**config.mk**
```make
export PLATFORM = sky130hd
export DESIGN_NAME = cpu_soft_and_selftest_reset
export DESIGN_NICKNAME = d
export VERILOG_FILES = /design/src/hw/reset_seq_pkg.sv /design/src/hw/cpu_soft_and_selftest_reset.sv /design/src/hw/cycle_timer.sv
export SDC_FILE = /design/constraint.sdc
export NUM_CORES = 1
export LEC_CHECK = 0
export ABC_AREA = 1
export BUFFER_PORTS_ARGS = -buffer_cell sky130_fd_sc_hd__buf_2
export CAP_MARGIN = 20
export CORE_UTILIZATION = 42
export DETAILED_ROUTE_END_ITERATION = 6
export PLACE_DENSITY_LB_ADDON = 0.25
export SETUP_SLACK_MARGIN = 0.4
export SLEW_MARGIN = 20
export SYNTH_ARGS = -nofsm -noshare
export SYNTH_HDL_FRONTEND = slang
export SYNTH_SLANG_ARGS = --single-unit
export TNS_END_PERCENT = 100
```
**constraint.sdc**
```tcl
create_clock -name ref_clk -period 1.7 [get_ports ref_clk]
set_input_delay 0.255 -clock ref_clk [delete_from_list [all_inputs] [get_ports ref_clk]]
set_output_delay 0.255 -clock ref_clk [all_outputs]
set_load 0.01 [all_outputs]
```
**src/hw/reset_seq_pkg.sv**
```systemverilog
// Shared constants and types for the processor reset sequencer.
// Assumes a single 125 MHz host clock and a byte-wide configuration port.
package reset_seq_pkg;

  // ****************************************************************
  // Register map
  // ****************************************************************
  localparam logic [7:0] CPU_RESET_CONTROL_OFFSET = 8'h93;
  localparam logic [7:0] CPU_RESET_CONTROL_RESET  = 8'h00;
  localparam int         SOFT_RESET_ENABLE_BIT    = 1;
  localparam int         RESET_TRIGGER_BIT        = 2;
  localparam int         SELF_TEST_ENABLE_BIT     = 3;

  // ****************************************************************
  // Timing
  // ****************************************************************
  localparam int CLK_PERIOD_NS     = 8;
  localparam int INIT_PULSE_CLOCKS = 4;
  localparam int RESET_HOLD_NS     = 1000000;
  // Longest hold rounds down to whole host clocks
  localparam int RESET_HOLD_CYCLES = RESET_HOLD_NS / CLK_PERIOD_NS;
  localparam int TIMER_W           = 17;

  typedef logic [TIMER_W-1:0] tick_t;

  // Sequencer states, one-hot
  typedef enum logic [3:0] {
    SEQ_IDLE = 4'h1,
    SEQ_SOFT = 4'h2,
    SEQ_HOLD = 4'h4,
    SEQ_TAIL = 4'h8
  } seq_state_t;

  // Configuration access request from the bridge's config decoder
  typedef struct packed {
    logic       wr;
    logic       rd;
    logic [7:0] addr;
    logic [7:0] wdata;
  } cfg_req_t;

endpackage : reset_seq_pkg

```
**src/hw/cpu_soft_and_selftest_reset.sv**
```systemverilog
// Processor soft reset and self-test hard reset sequencer with its control register.
// Assumes config strobes and the reset come from the host clock domain.
`timescale 1ns/1ns
`default_nettype none

// Function
// - Soft reset drives init low exactly 4 clocks, processor reset stays high.
// - Self-test hard reset holds processor reset low for 1 ms.
// - Init falls with processor reset and rises 4 clocks after it.
// - Trigger write launches action chosen by the two enables; both set does nothing.
// - Bit 1 enables soft reset on a trigger write.
// - Bit 3 enables self-test hard reset on the next trigger write.
// - Control register at 93h, resets to 00h, bits 7:4 and 0 read zero.
// - Only soft or self-test resets are issued; no plain hard reset.
// - Entering self-test mode sets in-order queue depth to one.
module cpu_soft_and_selftest_reset #(
  parameter int unsigned RESET_HOLD_CYCLES = reset_seq_pkg::RESET_HOLD_CYCLES
) (
  input  wire logic                    ref_clk,
  input  wire logic                    reset_n,
  input  wire reset_seq_pkg::cfg_req_t cfg_req,
  output logic [7:0]                   cfg_rdata,
  output logic                         cfg_rdata_valid,
  output logic                         processor_reset_n,
  output logic                         processor_init_n,
  output logic                         in_order_queue_depth_one
);

  // ****************************************************************
  // State
  // ****************************************************************
  typedef struct packed {
    reset_seq_pkg::seq_state_t fsm;
    logic                      soft_reset_enable;
    logic                      self_test_enable;
    logic                      reset_out_n;
    logic                      init_out_n;
    logic                      queue_one;
    logic [7:0]                rdata;
    logic                      rvalid;
  } state_t;

  state_t                state;
  state_t                next_state;
  logic                  timer_start;
  reset_seq_pkg::tick_t  timer_length;
  logic                  timer_last;
  logic                  reg_hit;
  logic                  trigger_write;

  cycle_timer u_timer (
    .ref_clk   (ref_clk),
    .reset_n   (reset_n),
    .start     (timer_start),
    .length    (timer_length),
    .last_tick (timer_last)
  );

  assign reg_hit       = (cfg_req.addr == reset_seq_pkg::CPU_RESET_CONTROL_OFFSET);
  assign trigger_write = cfg_req.wr && reg_hit && cfg_req.wdata[reset_seq_pkg::RESET_TRIGGER_BIT];

  // ****************************************************************
  // Next-state logic
  // ****************************************************************
  // Register access, launch decode and pulse sequencing
  always_comb begin
    next_state        = state;
    next_state.rvalid = 1'b0;
    timer_start       = 1'b0;
    timer_length      = reset_seq_pkg::TIMER_W'(reset_seq_pkg::INIT_PULSE_CLOCKS);

    // Only bits 3 and 1 are stored; trigger reads as busy
    if (cfg_req.wr && reg_hit) begin
      next_state.soft_reset_enable = cfg_req.wdata[reset_seq_pkg::SOFT_RESET_ENABLE_BIT];
      next_state.self_test_enable  = cfg_req.wdata[reset_seq_pkg::SELF_TEST_ENABLE_BIT];
    end
    if (cfg_req.rd) begin
      next_state.rvalid = 1'b1;
      next_state.rdata  = 8'h00;  // Unmapped offsets read as zero
      if (reg_hit) begin
        next_state.rdata[reset_seq_pkg::SOFT_RESET_ENABLE_BIT] = state.soft_reset_enable;
        next_state.rdata[reset_seq_pkg::RESET_TRIGGER_BIT]     = (state.fsm != reset_seq_pkg::SEQ_IDLE);
        next_state.rdata[reset_seq_pkg::SELF_TEST_ENABLE_BIT]  = state.self_test_enable;
      end
    end

    unique case (state.fsm)
      reset_seq_pkg::SEQ_IDLE: begin
        // Enables are taken from the value stored before this write
        if (trigger_write && state.soft_reset_enable && !state.self_test_enable) begin
          next_state.fsm        = reset_seq_pkg::SEQ_SOFT;
          next_state.init_out_n = 1'b0;
          timer_start           = 1'b1;
        end else if (trigger_write && state.self_test_enable && !state.soft_reset_enable) begin
          // Self-test hard reset launch, init falls with reset
          next_state.fsm         = reset_seq_pkg::SEQ_HOLD;
          next_state.reset_out_n = 1'b0;
          next_state.init_out_n  = 1'b0;
          // Self-test mode forces queue depth one
          next_state.queue_one   = 1'b1;
          timer_start            = 1'b1;
          timer_length           = reset_seq_pkg::TIMER_W'(RESET_HOLD_CYCLES);
        end
        // Neither or both enables: no reset of any kind
      end
      reset_seq_pkg::SEQ_SOFT: begin
        if (timer_last) begin
          next_state.fsm        = reset_seq_pkg::SEQ_IDLE;
          next_state.init_out_n = 1'b1;
        end
      end
      reset_seq_pkg::SEQ_HOLD: begin
        // Reset released after the full hold time
        if (timer_last) begin
          next_state.fsm         = reset_seq_pkg::SEQ_TAIL;
          next_state.reset_out_n = 1'b1;
          timer_start            = 1'b1;
        end
      end
      reset_seq_pkg::SEQ_TAIL: begin
        // Init trails reset by four clocks
        if (timer_last) begin
          next_state.fsm        = reset_seq_pkg::SEQ_IDLE;
          next_state.init_out_n = 1'b1;
        end
      end
      default: begin
        // Illegal code: return safely with both lines released
        next_state.fsm         = reset_seq_pkg::SEQ_IDLE;
        next_state.reset_out_n = 1'b1;
        next_state.init_out_n  = 1'b1;
      end
    endcase
    // Trigger writes outside idle fall through the case untouched
  end

  // ****************************************************************
  // State register
  // ****************************************************************
  // Queue-depth flag is only cleared by system reset, like the mode it reports
  always_ff @(posedge ref_clk or negedge reset_n) begin
    if (!reset_n) begin
      state.fsm               <= reset_seq_pkg::SEQ_IDLE;
      state.soft_reset_enable <= reset_seq_pkg::CPU_RESET_CONTROL_RESET[reset_seq_pkg::SOFT_RESET_ENABLE_BIT];
      state.self_test_enable  <= reset_seq_pkg::CPU_RESET_CONTROL_RESET[reset_seq_pkg::SELF_TEST_ENABLE_BIT];
      state.reset_out_n       <= 1'b1;
      state.init_out_n        <= 1'b1;
      state.queue_one         <= 1'b0;
      state.rdata             <= 8'h00;
      state.rvalid            <= 1'b0;
    end else begin
      state <= next_state;
    end
  end

  assign cfg_rdata                = state.rdata;
  assign cfg_rdata_valid          = state.rvalid;
  assign processor_reset_n        = state.reset_out_n;
  assign processor_init_n         = state.init_out_n;
  assign in_order_queue_depth_one = state.queue_one;

  // ****************************************************************
  // Checks
  // ****************************************************************
  localparam int HOLD_CHECK = RESET_HOLD_CYCLES;
  int low_count;

  // Counts cycles with processor reset low
  always_ff @(posedge ref_clk or negedge reset_n) begin
    if (!reset_n) begin
      low_count <= 0;
    end else begin
      low_count <= processor_reset_n ? 0 : low_count + 1;
    end
  end
endmodule : cpu_soft_and_selftest_reset
`default_nettype wire

```
**src/hw/cycle_timer.sv**
```systemverilog
// Down-counting interval timer used for the init and reset pulse lengths.
// Assumes start is a one-cycle pulse from logic on the same clock.
`timescale 1ns/1ns
`default_nettype none
module cycle_timer (
  input  wire logic                  ref_clk,
  input  wire logic                  reset_n,
  input  wire logic                  start,
  input  wire reset_seq_pkg::tick_t  length,
  output logic                       last_tick
);

  reset_seq_pkg::tick_t remaining;
  reset_seq_pkg::tick_t next_remaining;

  // Load on start, otherwise count down and park at zero
  always_comb begin
    if (start) begin
      next_remaining = length;
    end else if (remaining != '0) begin
      next_remaining = remaining - reset_seq_pkg::TIMER_W'(1);
    end else begin
      next_remaining = remaining;
    end
  end

  always_ff @(posedge ref_clk or negedge reset_n) begin
    if (!reset_n) begin
      remaining <= '0;
    end else begin
      remaining <= next_remaining;
    end
  end

  // Final cycle of the loaded interval
  assign last_tick = (remaining == reset_seq_pkg::TIMER_W'(1));

endmodule : cycle_timer
`default_nettype wire

```
==> results.toml, run 1 <==
[sta]
hold_viol = 0
rsz0062_at_grt = "true"
tightest_slew_ns = 0.670
slew_headroom_pct = 55.4
setup_viol = 0
fin_crit_sh_pct = 93.7
fin_setup_tns_ns = 0
fmax_mhz = 628
report.final.slew_viol_count = 0
period_needed_ns = 1.59
skew_ns = 0.00395

[place]
dpl-instance-area_um2 = 1940
io_buffers = 21
gp_congestion = 0.797
dp_hpwl_um = 2520

[cells_and_area]
antenna_cells = 0
postLayoutCellArea_um2 = 2400
regArea_um2 = 756
synthToLayoutAreaGrowth_pct = 35.4
multiInputGateArea_um2 = 1030
nFillCells = 344
post-route-util_pct = 59.5
nNetsFinal = 305
drive_above_1_share_pct = 41.3

[clock_network]
clk_latency_ns = 0.28
cts_tree = "done"
cts_buffers = 5
clkTransAtPathRegs_ns = 0.06
ctsHoldBuffers = 0
cts_max_level = 2
cts_sinks = 30
root_buffer = "clkbuf_8"
clockBufferDepth = 2

[run_status]
outcome = "finished clean"

[die]
die_y_um = 66.9
fp.dieArea_um2 = 4480
fp.dieW_um = 66.9
core_area_um2 = 4030
row_count = 23
initial_utilization_pct = 43.9
io_pins = 32

[synthesis]
ys_types = 29
synth_area_um2 = 1770
async_flop_share_pct = 100
synth.top_cells.by_count = "61 x nand2_1, 34 x nor2_1, 30 x inv_1"
yosys_warnings = 0
synthCells = 229
ys.flop_type = "dfrtp_1"
synth.most_common_cell = "nand2_1"
synth_top_area_share_pct = 38.2
synth_area_leaders = "dfrtp_1 38%, nand2_1 13%, nor2_1 7.2%, inv_1 6.4%, dfstp_2 4.5%"
ys_seq_area_share_pct = 42.6
yosysTopAreaCell = "dfrtp_1"
synth_area_per_cell_um2 = 7.73
synth_enable_flop_cells = 0
synth-seq-cells = 30

[global_routing]
track_usage_pct = 19.8
antenna_found_initial = 0
grt_overflow = 0
grt_pass1_wl_um = 6560
grt_pass1_vias = 1503
grt_max_degree = 31

[power_and_ir_drop]
p_sw_share_pct = 41.0
ir_drop_mv = 0.432
p_leak_nw = 1.22
clock_power_share_pct = 16.9
power_frac_seq_pct = 34.5
pwr-share-comb_pct = 48.6
power.density_nw_per_um2 = 1450
power.internal_mw = 2.05
p_sw_mw = 1.42

[setup_path]
max_stage_delay_ns = 0.42
worstPathCellList = "nor2_2 -> nand2_2 -> nor3_2 -> nand4_1 -> buf_6 -> nand3_2 -> nor2_1"
crit_required_ns = 1.87
worstPathArrival_ns = 1.76
cp_slowest_cell = "dfrtp_1"
worst_setup_path_start_kind = "flip-flop"
critPathCaptureType = "flip-flop"
critPathMaxFanout = 4
critPathKind = "flip-flop to flip-flop"

[routing]
via_per_inst = 4.73
drc_errors = 0
vias = 1575
drt_iter0_drc = 92
firstDrtPassIters = 4
routedWlPerCell_um = 12.1
wl_um = 4020
drtAntennaViolNets = 0

[worst_hold_path]
hp-class = "input pin to asynchronous set/reset pin"

[job]
drv_cap = 0
==> cell families after synthesis <==
kind of cell / Yosys count / share of synthesized area, %
other: 1 / 0.212
flip-flops: 30 / 42.6
adder cells (fa/ha/maj): 3 / 2.12
AND/OR/NAND/NOR: 128 / 34.2
buffers and inverters: 39 / 10.0
XOR/XNOR: 12 / 5.94
AO/OA/AOI/OAI: 16 / 4.88
==> critical path: cells and delay by family (launching register included) <==
| kind | cells | cell delay, ns |
|---|---|---|
| buf+inv | 1 | 0.21 |
| simple gates | 6 | 0.85 |
| flops | 1 | 0.42 |
==> power groups by stage <==
stage | registers, mW | logic, mW | clock network (mW)
6_report | 1.20 | 1.69 | 0.588
5_1_grt | 1.22 | 1.89 | 0.631
4_1_cts | 1.19 | 1.39 | 0.607
3_5_place_dp | 1.18 | 1.19 | 0
3_3_place_gp | 1.18 | 1.17 | 0
2_1_floorplan | 1.15 | 0.911 | 0
==> layer usage <==
metal / track usage (%) / part of all wire, % / wire [µm] / vias up
met5: 0 / 0 / 0 / -
met4: 8.24 / 2.8 / 113 / 0
met3: 4.62 / 3.5 / 139 / 11
met2: 33.6 / 48 / 1920 / 39
met1: 23.7 / 46 / 1840 / 718
li1: - / - / - / 807
==> sequential cells by signal, indices dropped and copies added, names as in the netlist <==
signal	count
cfg_rdata	3
cfg_rdata_valid	1
in_order_queue_depth_one	1
processor_init_n	1
processor_reset_n	1
state	6
u_timer.remaining	17
==> area by class of cell <==
class                           instances  area share (%)
Clock buffer                            7            3.60
Clock inverter                          1           0.209
Inverter                               31            5.27
Multi-Input combinational cell        166            42.8
Sequential cell                        30            31.5
Tap cell                               50            2.61
Timing Repair Buffer                   48            13.9
==> placed cells by master, fill, tap and decap left out, types with 3 or more instances in the layout <==
cell type   n
o21ai_1     3
nand2_1    48
clkbuf_8    6
xor2_1      8
buf_6       7
dfstp_2     3
nand4_1     4
nor2_2     14
buf_4      20
inv_2       5
inv_1      23
dfrtp_1    26
nand3_4     3
xnor2_1     4
nand3_2     3
nand2_2    12
conb_1      5
nor2_4      3
nor2_1     21
buf_2      21
nand3_1     8
a21oi_1     5
==> worst paths after layout <==
path	depth (start not counted)	from	to	slack, ns
setup / recovery	7	u_timer.remaining[13]$_DFFE_PN0P_	u_timer.remaining[9]$_DFFE_PN0P_	0.11
hold / removal	1	reset_n	u_timer.remaining[11]$_DFFE_PN0P_	0.004
setup reg to reg	7	u_timer.remaining[13]$_DFFE_PN0P_	u_timer.remaining[9]$_DFFE_PN0P_	0.11
hold reg to reg	2	processor_init_n$_DFFE_PN1P_	processor_init_n$_DFFE_PN1P_	0.46
max in group asynchronous	1	reset_n	u_timer.remaining[0]$_DFFE_PN0P_	1.22
min in group ref_clk	1	cfg_req[16]	cfg_rdata_valid$_DFF_PN0_	0.17
==> per-stage QoR <==
stage / worst slack, ns / cells / power [mW] / hold slack (ns)
floorplan: 0.290 / 233 / 2.06 / -0.0406
global placement: 0.146 / 301 / 2.35 / 0.323
detailed placement: 0.132 / 301 / 2.38 / 0.340
CTS: 0.163 / 321 / 3.18 / 0.0357
global route: 0.0215 / 333 / 3.74 / 0.0558
finish: 0.107 / 333 / 3.48 / 0.00353
==> timing repair <==
| action | CTS | global route |
|---|---|---|
| resized for setup | 25 | 32 |
| pin swaps | 5 | 15 |
| gates cloned | 2 | 0 |
| buffers inserted | 10 | 12 |
| setup endpoints to repair | 25 | 25 |
| hold endpoints to repair | 0 | 0 |
Power figures use the tool's default switching activity.
==> run 2: changes to the inputs <==
--- a/config.mk
+++ b/config.mk
@@ -5,10 +5,9 @@
 export SDC_FILE = /design/constraint.sdc
 export NUM_CORES = 1
 export LEC_CHECK = 0
-export ABC_AREA = 1
 export BUFFER_PORTS_ARGS = -buffer_cell sky130_fd_sc_hd__buf_2
-export CAP_MARGIN = 20
-export CORE_UTILIZATION = 42
+export CAP_MARGIN = 15
+export CORE_UTILIZATION = 54
 export DETAILED_ROUTE_END_ITERATION = 6
 export PLACE_DENSITY_LB_ADDON = 0.25
 export SETUP_SLACK_MARGIN = 0.4
==> run 2 against run 1 <==
The run now ends with DRC, setup timing left. Register-to-register slack worse by 0.58 ns. Setup slack got worse by 0.58 ns. Combinational power is 81% lower. Global-route usage up 5.4 points. Clock power fell by 22%. Worst hold slack gained 0.081 ns. Critical path depth shrank 2. Critical endpoint is now u_timer.remaining[5]$_DFFE_PN0P_. Largest power group is now registers. Highest routed layer unchanged.
==> results.toml, run 2 <==
[place]
dp_slack_ns = -0.368
dp_hpwl_um = 2610
gp_congestion = 0.906
io_buffers = 21

[power_and_ir_drop]
power.internal_mw = 1.13
power_frac_seq_pct = 51.5
clock_power_share_pct = 28.5
ir_drop_mv = 0.531
power.density_nw_per_um2 = 723
pwr-share-comb_pct = 20.0
p_sw_mw = 0.468
p_sw_share_pct = 29.2
p_leak_nw = 1.00

[routing]
route.met2.wl_um = 1950
wl_met1_um = 1770
topRoutingLayerUsed = "met4"
routedWlPerCell_um = 16.4
via_per_inst = 5.85
drt_iter0_drc = 60
firstDrtPassIters = 6
wl_met3_um = 289
vias = 1498
wl_um = 4190
drc_errors = 2
drtAntennaViolNets = 0

[die]
fp.dieArea_um2 = 3260
fp.dieW_um = 57.1
row_count = 19
core_area_um2 = 2810
initial_utilization_pct = 58.5
die_y_um = 57.1
io_pins = 32

[sta]
fmax_mhz = 460
rsz0062_at_grt = "true"
skew_ns = 0.0155
finalWorstSetupSlack_ns = -0.473
tightest_slew_ns = 0.675
period_needed_ns = 2.17
setup_viol = 23
hold_viol = 0
fin_crit_sh_pct = 128
slew_headroom_pct = 55.0
report.final.slew_viol_count = 0
hold-worst-slack_ns = 0.0850

[synthesis]
synth_top_area_share_pct = 41.2
synth_area_um2 = 1640
synthCells = 169
yosysTopAreaCell = "dfrtp_1"
synth_area_per_cell_um2 = 9.71
async_flop_share_pct = 100
synth.most_common_cell = "dfrtp_1"
synth-seq-cells = 30
synth_area_leaders = "dfrtp_1 41%, dfstp_2 4.8%, o21ai_0 4.3%, xor2_1 4.3%, xnor2_1 3.7%"
synth.top_cells.by_count = "27 x dfrtp_1, 14 x nand2_1, 14 x o21ai_0"
synth_enable_flop_cells = 0
yosys_warnings = 0
ys.flop_type = "dfrtp_1"
ys_seq_area_share_pct = 46.0
ys_types = 47

[clock_network]
cts_sinks = 30
cts_buffers = 5
root_buffer = "clkbuf_4"
clockBufferDepth = 2
clkTransAtPathRegs_ns = 0.10
cts_tree = "done"
clk_latency_ns = 0.34
cts_max_level = 2

[worst_hold_path]
hold_start = "cfg_req[16]"
hp-class = "input pin to flip-flop"

[setup_path]
worstPathArrival_ns = 2.41
crit_path_start = "u_timer.remaining[4]$_DFFE_PN0P_"
critPathKind = "flip-flop to flip-flop"
critPathCaptureType = "flip-flop"
crit_required_ns = 1.94
worst_setup_path_start_kind = "flip-flop"
r2r-start = "u_timer.remaining[4]$_DFFE_PN0P_"
critPathMaxFanout = 8

[cells_and_area]
antenna_cells = 0
largest_reg_flops = 17
nNetsFinal = 247
drive_above_1_share_pct = 42.7
final_common_cell = "buf_4"
final_cell_mix = "30 x buf_4, 27 x dfrtp_1, 21 x buf_2, 12 x nand2_1, 11 x nor2_1"
top_register = "u_timer.remaining"
synthToLayoutAreaGrowth_pct = 35.1

[job]
drv_cap = 0

[global_routing]
grt_max_degree = 31
grt_pass1_vias = 1376
grt_overflow = 0
track_usage_pct = 25.2
antenna_found_initial = 0
grt_pass1_wl_um = 6110

[run_status]
violations = "DRC, setup timing"
outcome = "finished, violations left"
run 2: changes by cell type after synthesis, moves of 4 or more:
cell     change
nand2_1     -47
inv_1       -22
nor2_1      -22
o21ai_0      +9
nand3_2      -4
nand4_1      -4
nor4_1       +4
run 2: power groups by stage:
stage,clock network [mW],logic (mW),registers [mW]
CTS,0.464,0.298,0.818
global route,0.494,0.346,0.832
detailed placement,0,0.281,0.829
floorplan,0,0.137,0.839
finish,0.456,0.321,0.825
global placement,0,0.266,0.826
run 2: path summary, 6_finish.rpt:
path / end / slack, ns / depth (start not counted)
worst max-delay path: u_timer.remaining[5]$_DFFE_PN0P_ / -0.47 / 5
worst min-delay path: cfg_rdata_valid$_DFF_PN0_ / 0.09 / 1
worst max register to register: u_timer.remaining[5]$_DFFE_PN0P_ / -0.47 / 5
worst min register to register: in_order_queue_depth_one$_DFFE_PN0P_ / 0.48 / 1
max in group asynchronous: u_timer.remaining[10]$_DFFE_PN0P_ / 0.77 / 2
min in group asynchronous: cfg_rdata_valid$_DFF_PN0_ / 0.48 / 2
run 2: routing by layer:
metal	track usage, %	vias to the layer above
met5	0	-
met4	12.5	0
met3	7.94	20
met2	37.0	75
met1	33.7	706
li1	-	697
run 2: area by class of cell:
class                      instances  area (µm²)
sequential                        30         754
fill                             187         589
clock buffer                       7        55.1
multi-input combinational        123         947
tap                               31        38.8
clock inverter                     1        5.00
inverter                           8        30.0
timing repair buffer              56         385
run 2: what timing repair did:
action,4_1_cts,5_1_grt
endpoints found under the hold margin,27,0
setup endpoints to repair,25,25
gates cloned,1,0
buffers inserted,4,1
hold buffers,1,0
resized for setup,10,24
pin swaps,10,7
run 2: critical path, stage by stage, from the launching register on:
cell and delay, ns:
dfrtp_1 0.40, or4_4 0.55, or4_4 0.60, o21ai_1 0.28
xor2_1 0.20, nor2_1 0.05
run 2: kinds of logic after synthesis:
family / after synthesis / share of synthesized area [%]
AND/OR/NAND/NOR: 65 / 23.2
AO/OA/AOI/OAI: 32 / 11.7
flip-flops: 30 / 46.0
buffers and inverters: 21 / 7.17
XOR/XNOR: 15 / 8.01
adder cells (fa/ha/maj): 3 / 2.29
multiplexers: 2 / 1.37
other: 1 / 0.229
run 2: per-stage QoR:
stage          TNS (ns)  util [%]  cells  instance area [µm²]  total power [mW]
2_1_floorplan     -4.68         -    173                 1700             0.975
3_3_place_gp      -4.61      70.0    241                 1960              1.09
3_5_place_dp      -5.18      70.0    241                 1960              1.11
4_1_cts           -7.09      75.1    255                 2110              1.58
5_1_grt           -7.63      79.0    256                 2220              1.67
6_report          -6.51      79.0    256                 2220              1.60
